[config.mk]
export PLATFORM = sky130hd
export DESIGN_NAME = wit_timer
export DESIGN_NICKNAME = d
export VERILOG_FILES = /design/src/wit_timer.v
export VERILOG_INCLUDE_DIRS = /design/src
export SDC_FILE = /design/constraint.sdc
export NUM_CORES = 1
export LEC_CHECK = 0
export BUFFER_PORTS_ARGS = -buffer_cell sky130_fd_sc_hd__buf_2
export CAP_MARGIN = 25
export CORE_UTILIZATION = 54
export DETAILED_ROUTE_END_ITERATION = 12
export GPL_TIMING_DRIVEN = 1
export PLACE_DENSITY = 0.78
export SLEW_MARGIN = 20
export SYNTH_ARGS = -nofsm -noshare
export SYNTH_HDL_FRONTEND = slang
export SYNTH_SLANG_ARGS = --single-unit
[constraint.sdc]
create_clock -name clk_in -period 2.8 [get_ports clk_in]
set_input_delay 0.14 -clock clk_in [delete_from_list [all_inputs] [get_ports clk_in]]
set_output_delay 0.14 -clock clk_in [all_outputs]
set_load 0.01 [all_outputs]
[src/wit_regs.vh]
// register map, field positions and widths of the watch interval timer
// Notes on behaviour
// (RL1) watch interrupt every half second from main path or subsystem clock
// (RL2) watch and interval functions share one prescaler, separate requests
// (RL3) 9-bit prescaler on watch count clock; 5-bit counter run by mode reg
// (RL4) bit 7 selects count clock: 0 main divided by 128, 1 subsystem
// (RL5) bits 6..4 pick interval 2^4..2^9 periods; software avoids other codes
// (RL6) interval request repeats every selected interval while enabled
// (RL7) bit 0 low disables and clears prescaler and counter; high enables
// (RL8) bits 0 and 1 set start watch count; clearing them clears counter
// (RL9) clearing bit 1 alone clears counter while prescaler keeps running
// (RL10) counter starts after one full prescaler cycle following enable
// (RL11) mode register resets to all zeros
// (RL12) mode register takes single-bit writes and whole-byte writes
// (RL13) software should use subsystem clock when main clock is 5.0 MHz
// (RL14) counter steps once per prescaler cycle; overflow gives one pulse
// (RL15) bits 3 and 2 read zero and ignore writes
`ifndef WIT_REGS_VH
`define WIT_REGS_VH
`define WIT_MODE_ADDR 16'hFF4A
`define WIT_MODE_RESET 8'h00
`define WIT_MODE_WMASK 8'hF3
`define WIT_RDATA_IDLE 8'h00
`define WIT_CLK_SEL_BIT 7
`define WIT_IVL_HI_BIT 6
`define WIT_IVL_LO_BIT 4
`define WIT_RUN_BIT 1
`define WIT_EN_BIT 0
`define WIT_MAIN_DIV_W 7
`define WIT_PRE_W 9
`define WIT_CNT_W 5
`define WIT_IVL_MIN_LOG 4
`define WIT_IVL_MAX_CODE 3'h5
`endif

[src/wit_timer.v]
// watch timer with shared interval timer and its mode register
`timescale 1ns/10ps
`include "wit_regs.vh"
module wit_timer #(
  parameter DIV_W = `WIT_MAIN_DIV_W,
  parameter PRE_W = `WIT_PRE_W,
  parameter CNT_W = `WIT_CNT_W
) (
  // clock, reset, enable
  input wire clk_in,
  input wire reset_in,
  input wire ce_in,
  // oscillator pins, asynchronous to clk_in
  input wire main_osc_clk_in,
  input wire sub_osc_clk_in,
  // processor access
  input wire [15:0] cpu_addr_in,
  input wire cpu_wr_byte_in,
  input wire cpu_wr_bit_in,
  input wire [2:0] cpu_bit_sel_in,
  input wire [7:0] cpu_wdata_in,
  input wire cpu_rd_in,
  output wire [7:0] cpu_rdata_out,
  // interrupt requests
  output wire watch_irq_out,
  output wire interval_irq_out
);

  // low mask bits covering one interval; prohibited codes clamp to longest
  function [PRE_W-1:0] wit_ivl_mask;
    input [2:0] code;
    reg [2:0] c;
    begin
      c = (code > `WIT_IVL_MAX_CODE) ? `WIT_IVL_MAX_CODE : code;
      wit_ivl_mask = {PRE_W{1'b1}} >> (PRE_W - `WIT_IVL_MIN_LOG - c);
    end
  endfunction

  // stable level from a three-stage sampler
  function wit_level;
    input [2:0] sync;
    input prev;
    begin
      wit_level = (sync[1] == sync[2]) ? sync[2] : prev;
    end
  endfunction

  // register and read port
  reg [7:0] watch_mode_reg;
  reg [7:0] rdata_reg;
  // pin samplers and main divider
  reg [2:0] main_sync_reg;
  reg [2:0] sub_sync_reg;
  reg main_lvl_reg;
  reg sub_lvl_reg;
  reg [DIV_W-1:0] main_div_reg;
  // timing chain
  reg [PRE_W-1:0] prescaler_reg;
  reg [CNT_W-1:0] counter_reg;
  reg start_wait_reg;
  // request pulses
  reg watch_irq_reg;
  reg interval_irq_reg;

  // mode fields and address decode
  wire count_clock_select = watch_mode_reg[`WIT_CLK_SEL_BIT];
  wire [2:0] interval_select =
    watch_mode_reg[`WIT_IVL_HI_BIT:`WIT_IVL_LO_BIT];
  wire counter_run_control = watch_mode_reg[`WIT_RUN_BIT];
  wire operation_enable_bit = watch_mode_reg[`WIT_EN_BIT];
  wire addr_hit = (cpu_addr_in == `WIT_MODE_ADDR);

  // edges seen once two later stages agree, so glitches do not count
  wire main_lvl_next = wit_level(main_sync_reg, main_lvl_reg);
  wire sub_lvl_next = wit_level(sub_sync_reg, sub_lvl_reg);
  wire main_rise = main_lvl_next & ~main_lvl_reg;
  wire sub_rise = sub_lvl_next & ~sub_lvl_reg;
  wire main_div_wrap = main_rise & (&main_div_reg);

  // (RL4) count clock select
  wire watch_count_clock = count_clock_select ? sub_rise : main_div_wrap;

  // prescaler about to roll over on this tick
  wire pre_wrap = watch_count_clock & (&prescaler_reg);
  // (RL5) interval tap select
  wire [PRE_W-1:0] ivl_mask = wit_ivl_mask(interval_select);
  wire ivl_hit = watch_count_clock &
    ((prescaler_reg & ivl_mask) == ivl_mask);
  // watch counter runs only with both control bits set
  wire counting = operation_enable_bit & counter_run_control;
  // steps on wraps once the first wrap has armed it
  wire cnt_step = counting & pre_wrap & ~start_wait_reg;
  // counter at its last value, so the next step overflows
  wire cnt_last = &counter_reg;

  // strobes qualified by the register address
  wire wr_byte_hit = cpu_wr_byte_in & addr_hit;
  wire wr_bit_hit = cpu_wr_bit_in & addr_hit;
  wire rd_hit = cpu_rd_in & addr_hit;

  // mode register next value; byte write wins over a bit write
  // bit writes to reserved positions fall to the mask below
  reg [7:0] watch_mode_next;
  always @* begin
    watch_mode_next = watch_mode_reg;
    // (RL12) byte and bit writes
    if (wr_byte_hit) begin
      watch_mode_next = cpu_wdata_in;
    end else if (wr_bit_hit) begin
      watch_mode_next[cpu_bit_sel_in] = cpu_wdata_in[0];
    end
    // (RL15) reserved bits zero
    watch_mode_next = watch_mode_next & `WIT_MODE_WMASK;
  end

  // mode register
  always @(posedge clk_in) begin
    if (reset_in) begin
      // (RL11) reset clears mode
      watch_mode_reg <= `WIT_MODE_RESET;
    end else if (ce_in) begin
      watch_mode_reg <= watch_mode_next;
    end
  end

  // read port, idle value when not addressed
  // a read in the same cycle as a write sees the old value
  always @(posedge clk_in) begin
    if (reset_in) begin
      rdata_reg <= `WIT_RDATA_IDLE;
    end else if (ce_in) begin
      if (rd_hit) begin
        rdata_reg <= watch_mode_reg;
      end else begin
        rdata_reg <= `WIT_RDATA_IDLE;
      end
    end
  end

  // subsystem pin sampler; a level counts once stages two and three agree
  always @(posedge clk_in) begin
    if (reset_in) begin
      sub_sync_reg <= 3'h0;
      sub_lvl_reg <= 1'b0;
    end else if (ce_in) begin
      sub_sync_reg <= {sub_sync_reg[1:0], sub_osc_clk_in};
      sub_lvl_reg <= sub_lvl_next;
    end
  end

  // main pin sampler and divider
  // divider runs free: the first main tick after enable may come early
  always @(posedge clk_in) begin
    if (reset_in) begin
      main_sync_reg <= 3'h0;
      main_lvl_reg <= 1'b0;
      main_div_reg <= {DIV_W{1'b0}};
    end else if (ce_in) begin
      main_sync_reg <= {main_sync_reg[1:0], main_osc_clk_in};
      main_lvl_reg <= main_lvl_next;
      if (main_rise) begin
        main_div_reg <= main_div_reg + 1'b1;
      end
    end
  end

  // prescaler and arming flag; disable wipes both so a restart is clean
  always @(posedge clk_in) begin
    if (reset_in) begin
      prescaler_reg <= {PRE_W{1'b0}};
      start_wait_reg <= 1'b1;
    end else if (ce_in) begin
      if (!operation_enable_bit) begin
        // (RL7) disabled clears prescaler
        prescaler_reg <= {PRE_W{1'b0}};
        start_wait_reg <= 1'b1;
      end else begin
        // (RL3) prescaler on count clock
        if (watch_count_clock) begin
          prescaler_reg <= prescaler_reg + 1'b1;
        end
        // (RL10) first wrap only arms
        if (pre_wrap) begin
          start_wait_reg <= 1'b0;
        end
      end
    end
  end

  // watch counter; bit 1 low holds it at zero while the prescaler runs
  // first request after enable is one wrap late, later ones every 32 wraps
  always @(posedge clk_in) begin
    if (reset_in) begin
      counter_reg <= {CNT_W{1'b0}};
    end else if (ce_in) begin
      if (!counting) begin
        // (RL7) (RL8) (RL9) counter held clear
        counter_reg <= {CNT_W{1'b0}};
      end else if (cnt_step) begin
        // (RL14) one step per wrap
        counter_reg <= counter_reg + 1'b1;
      end
    end
  end

  // request pulses; each stands for one enabled cycle only
  always @(posedge clk_in) begin
    if (reset_in) begin
      watch_irq_reg <= 1'b0;
      interval_irq_reg <= 1'b0;
    end else if (ce_in) begin
      // (RL1) (RL14) pulse on overflow
      watch_irq_reg <= cnt_step & cnt_last;
      // (RL2) (RL6) interval request repeats
      interval_irq_reg <= operation_enable_bit & ivl_hit;
    end
  end

  // outputs straight from flops
  assign cpu_rdata_out = rdata_reg;
  assign watch_irq_out = watch_irq_reg;
  assign interval_irq_out = interval_irq_reg;

endmodule // wit_timer

# Yosys cells after proc, flatten, opt, wreduce, memory -nomap -nowiden
# Index checks and enable logic that the tools add are counted.
dict set report word_totals {
  register_bits 46
  input_bits 35
  output_inout_bits 10
}
dict set report classes {
  addsub 4
  magnitude_cmp 3
  n_eq_ne 7
  n_shift 1
  muxes 16
  bitwise 17
  n_reduce_logical 10
}
# operator count
set op_table {}
lappend op_table {{>> shifter 9 x 32 -> 9 bit (first input constant)} 1}
lappend op_table {{two-way mux 8 bit} 3}
lappend op_table {{two-way mux 9 bit} 2}
lappend op_table {{== test 16 bit (second input constant)} 1}
lappend op_table {{bitwise AND 1 bit} 13}
lappend op_table {{two-way mux 5 bit} 2}
lappend op_table {{AND reduction 2 bit} 5}
lappend op_table {{adder 9 x 1 -> 9 bit (second input constant)} 1}
lappend op_table {{bitwise AND 9 bit} 1}
lappend op_table {{== test 9 bit} 1}
lappend op_table {{AND reduction 9 bit} 1}
lappend op_table {{bitwise mux 8 bit} 1}
lappend op_table {{adder 7 x 1 -> 7 bit (second input constant)} 1}
lappend op_table {{AND reduction 7 bit} 1}
lappend op_table {{two-way mux 1 bit} 6}
lappend op_table {{!= test 2 x 1 -> 1 bit (second input constant)} 3}
lappend op_table {{adder 5 x 1 -> 5 bit (second input constant)} 1}
lappend op_table {{AND reduction 5 bit} 1}
lappend op_table {{less-than comparator 3 x 4 -> 1 bit (second input constant)} 1}
lappend op_table {{subtractor 3 x 3 -> 4 bit (first input constant)} 1}
lappend op_table {{demux 1 bit (select 3 bit)} 1}
lappend op_table {{>= comparator 3 x 1 -> 1 bit (second input constant)} 1}
lappend op_table {{greater-than comparator 3 bit (second input constant)} 1}
lappend op_table {{two-way mux 3 bit} 1}
lappend op_table {{other kinds (4)} 7}

# Longest topological paths before layout
dict set report depth {
  depth_word 10
  ltp_mapped 8
  ltp_nobuf 8
}

# Worst setup path after synthesis
# OpenSTA, ideal clock, no wires.
dict set report synth_timing {
  path_kind {register to register}
  from {reg main_div_reg[0]}
  to {reg prescaler_reg[6]}
  t_arrival_ns 1.917
  required_time_ns 2.728
  setup_slack_ns 0.811
  stages_incl_launch_ff 7
  n_path_buf 1
  period_less_slack_ns 1.989
  cell_sequence {dfxtp_1 > ha_1 > nand3_1 > or4_4 > buf_4 > a2111oi_4 > mux2i_1}
}
dict set report synth_via {
  elab_chain_len 5
}
# element line
set synth_rtl {}
lappend synth_rtl {{start, declared} wit_timer.v:56} ;# reg [DIV_W-1:0] main_div_reg;
lappend synth_rtl {{start signal, assigned} wit_timer.v:157} ;# main_div_reg <= {DIV_W{1'b0}};
lappend synth_rtl {{start signal, assigned} wit_timer.v:162} ;# main_div_reg <= main_div_reg + 1'b1;
lappend synth_rtl {{AND reduction 7 bit} wit_timer.v:78} ;# wire main_div_wrap = main_rise & (&main_div_reg);
lappend synth_rtl {{bitwise AND 1 bit} wit_timer.v:78}
lappend synth_rtl {{two-way mux 1 bit} wit_timer.v:81} ;# wire watch_count_clock = count_clock_select ? sub_rise : main_div_wrap;
lappend synth_rtl {{!= test 2 x 1 -> 1 bit (no source line)} --}
lappend synth_rtl {{AND reduction 2 bit (no source line)} --}
lappend synth_rtl {{end signal, assigned} wit_timer.v:170} ;# prescaler_reg <= {PRE_W{1'b0}};
lappend synth_rtl {{end signal, assigned} wit_timer.v:175} ;# prescaler_reg <= {PRE_W{1'b0}};
lappend synth_rtl {{end signal, assigned} wit_timer.v:180} ;# prescaler_reg <= prescaler_reg + 1'b1;
lappend synth_rtl {{end, declared} wit_timer.v:58} ;# reg [PRE_W-1:0] prescaler_reg;
# No other way between the ends.
# A chain may end at the register's enable or synchronous reset.

# Final worst setup path
dict set report layout_timing {
  from {reg prescaler_reg[1]}
  to {reg counter_reg[0]}
}
dict set report layout_via {
  elab_chain_len 6
}
# element line
set layout_rtl {}
lappend layout_rtl {{AND reduction 9 bit} wit_timer.v:84} ;# wire pre_wrap = watch_count_clock & (&prescaler_reg);
lappend layout_rtl {{bitwise AND 1 bit} wit_timer.v:84}
lappend layout_rtl {{bitwise AND 1 bit (2 in series)} wit_timer.v:92} ;# wire cnt_step = counting & pre_wrap & ~start_wait_reg;
lappend layout_rtl {{!= test 2 x 1 -> 1 bit (no source line)} --}
lappend layout_rtl {{AND reduction 2 bit (no source line)} --}
lappend layout_rtl {{end signal, assigned} wit_timer.v:194} ;# counter_reg <= {CNT_W{1'b0}};
lappend layout_rtl {{end signal, assigned} wit_timer.v:198} ;# counter_reg <= {CNT_W{1'b0}};
lappend layout_rtl {{end signal, assigned} wit_timer.v:201} ;# counter_reg <= counter_reg + 1'b1;
lappend layout_rtl {{end, declared} wit_timer.v:59} ;# reg [CNT_W-1:0] counter_reg;
# No other way between the ends.

==> impl_metrics.yaml <==
logic_synthesis:
  ys_ff_latch: 44
  seq_area_frac_synth: 0.389
  synth_cell_types: 46
  async_reset_ff_frac: 0
  synth_cells: 266
  yosysTopAreaCellShare: 0.389
  synth_area_leaders: "dfxtp_1, mux2i_1, nand2_1"
  synth_area_leader_cell: "dfxtp_1"
  synth_ff_type: "dfxtp_1"
  synth_area_um2: 2270
  postSynthAreaPerCell_um2: 8.52
  synth_edf_count: 0
  ys_warn_count: 0
place:
  place_congestion: 0.811
  io_buffer_count: 40
  place_hpwl_um: 3460
  dp.cells: 346
clocking:
  cts_tree: "done"
  clk_pin_slew_ns: 0.09
  clock-sinks: 44
  htree_num_levels: 2
  hold_buffers: 0
  clockBufferDepth: 2
  cts_root_buffer: "clkbuf_8"
  cts_buffers: 5
  post_cts_buffers: 0
  insertion_delay_ns: 0.30
  cts_resized: 0
critical_path:
  path_class: "flip-flop to flip-flop"
  crit_path_top_delay_cell: "or4_1"
  path_max_fanout: 5
  path_buf_inv: 1
  cp-end-kind: "flip-flop"
  path_delay_family: "simple AND/OR/NAND/NOR gates"
  cp-start-kind: "flip-flop"
  path_cells: "ha_1 -> inv_1 -> nor4_1 -> ha_1 -> nand4b_1 -> or4_1 -> o2111a_1 -> a21o_1"
  rr_worst_depth: 8
  cp_num_cells: 8
  cp.required_ns: 3.01
  slowest_delay_ns: 0.44
  cpMostUsedCell: "ha_1"
  worstPathArrival_ns: 2.44
job:
  max-cap-violations: 0
power_and_ir_drop:
  power_frac_clock: 0.416
  sw_frac_of_total: 0.229
  vdd_drop_max_mv: 0.344
  internal-power_mw: 0.927
  combPwrFrac: 0.059
  p_leak_nw: 0.971
  pwr-share-seq: 0.524
  p_switching_mw: 0.275
  p_per_area_nw_per_um2: 458
sta:
  finalClockSkew_ns: 0.00575
  maxSlewViolCount: 0
  period_minus_slack_ns: 2.23
  max-slew-margin-rel: 0.601
  rsz0062_at_grt: "false"
  tns_ns: 0
  finalHoldViolCount: 0
  max_freq_mhz: 448
  setup_violations: 0
  worst_pin_slew_ns: 0.599
  post-route-period-util: 0.797
outcome:
  status: "finished, final reports clean"
final_layout:
  multi_input_area_um2: 1280
  drive_gt1_frac: 0.207
  fillers: 351
  areaGrowthSynthToFinish_pct: 15.8
  ff_latch_area_um2: 881
  final_cells: 354
  largest_reg_flops: 9
  antenna_cells: 0
  layout.nets: 343
die:
  core_um2: 4000
  io_pins: 45
  die_y_um: 66.8
  dieWidth_um: 66.8
  dieArea_um2: 4460
  rows: 23
  start_util: 0.566
min_path:
  whs_path_depth: 3
  hp-class: "primary input to flip-flop"
grt:
  grt_max_degree: 36
  antenna_found_initial: 0
  grtUsageTotal: 0.239
  grt_overflow: 0
  grt_pass1_wl_um: 8070
  grt_pass1_vias: 1861
detailed_routing:
  drc: 0
  drt-total-wl_um: 4810
  ant_nets: 0
  first_iter_violations: 108
  dr.pass1.iters: 4
  drt-vias-per-instance: 5.88
  wl_per_cell_um: 13.6
  vias: 2083
logic make-up after synthesis:
logic type | synth area share
other cells | 0.00165
mux | 0.0618
buf+inv | 0.0497
xor+xnor | 0.0155
simple gates | 0.241
flops | 0.389
fa+ha+maj | 0.0276
compound gates | 0.214
Yosys cell counts, drive strengths merged (3+ instances only):
library cell  instances
o22ai                 4
nand4                14
nand3                 6
xnor2                 3
clkbuf               13
or3                   3
nor3                  3
nor4                  3
nand4b                6
a211oi                7
a2111oi               3
ha                    5
inv                  10
o21ai                15
mux2i                14
o2111ai               3
a31oi                 8
nand2b                8
and2                  3
a21oi                16
nor2                 16
nand2                27
dfxtp                44
buf                   4
o211ai                4
power groups by stage:
stage	clock network, mW	registers [mW]	logic, mW
global route	0.536	0.631	0.0803
global placement	0	0.645	0.0691
detailed placement	0	0.645	0.0711
finish	0.501	0.631	0.0713
CTS	0.511	0.631	0.0712
floorplan	0	0.645	0.0407
worst paths after layout:
check	to	startpoint	slack [ns]
max reg2reg	counter_reg[0]$_SDFFE_PP0P_	prescaler_reg[1]$_SDFFE_PP0P_	0.57
min reg2reg	cpu_rdata_out[7]$_SDFFE_PP0P_	cpu_rdata_out[7]$_SDFFE_PP0P_	0.47
min	main_sync_reg[0]$_SDFFE_PP0P_	main_osc_clk_in	0.07
max	counter_reg[0]$_SDFFE_PP0P_	prescaler_reg[1]$_SDFFE_PP0P_	0.57
cell type report:
type                    count  share of cell area
clock buffers               5              0.0262
multi-input cells         196               0.489
repair buffers             46              0.0935
clock inverters             3              0.0176
inverters                  10              0.0143
flip-flops and latches     44               0.336
well taps                  50              0.0238
worst register-to-register path: stages, from the launching register on:
cell and delay [ns]:
dfxtp_1 0.41, ha_1 0.17, inv_1 0.10, nor4_1 0.34, ha_1 0.26, nand4b_1 0.10
or4_1 0.44, o2111a_1 0.16, a21o_1 0.14
per-stage QoR:
| step | hold slack (ns) | area (µm²) | power [mW] | setup slack (ns) | util |
|---|---|---|---|---|---|
| 2_1_floorplan | 0.287 | 2270 | 0.685 | 0.811 | - |
| 5_1_grt | 0.0850 | 2620 | 1.25 | 0.435 | 0.656 |
| 6_report | 0.0653 | 2620 | 1.20 | 0.569 | 0.656 |
| 3_5_place_dp | 0.386 | 2510 | 0.716 | 0.576 | 0.627 |
| 4_1_cts | 0.0638 | 2620 | 1.21 | 0.556 | 0.656 |
| 3_3_place_gp | 0.382 | 2510 | 0.714 | 0.643 | 0.627 |
routing by layer:
| metal | vias to the layer above | GRT usage | routed length, µm | share of wire |
|---|---|---|---|---|
| li1 | 1062 | - | - | - |
| met1 | 947 | 0.309 | 2270 | 0.47 |
| met2 | 68 | 0.383 | 2210 | 0.46 |
| met3 | 6 | 0.0599 | 268 | 0.056 |
| met4 | 0 | 0.0851 | 52 | 0.011 |
| met5 | - | 0 | 0 | 0 |
cell usage in the layout (no fill, tap or decap), drive strengths merged, types with 2 or more instances in the layout:
| cell | n |
|---|---|
| a2111oi | 3 |
| a211oi | 7 |
| a21o | 2 |
| a21oi | 16 |
| a31oi | 8 |
| a32o | 2 |
| and2 | 3 |
| buf | 46 |
| clkbuf | 5 |
| conb | 2 |
| dfxtp | 44 |
| ha | 5 |
| inv | 11 |
| mux2i | 14 |
| nand2 | 27 |
| nand2b | 8 |
| nand3 | 6 |
| nand3b | 2 |
| nand4 | 14 |
| nand4b | 6 |
| nor2 | 16 |
| nor2b | 2 |
| nor3 | 3 |
| nor4 | 3 |
| o2111ai | 3 |
| o211ai | 4 |
| o21ai | 15 |
| o22ai | 4 |
| o31ai | 2 |
| or3 | 3 |
| or3b | 2 |
| or4 | 2 |
| xnor2 | 3 |
Note: power is estimated with default switching activity, not from simulation.
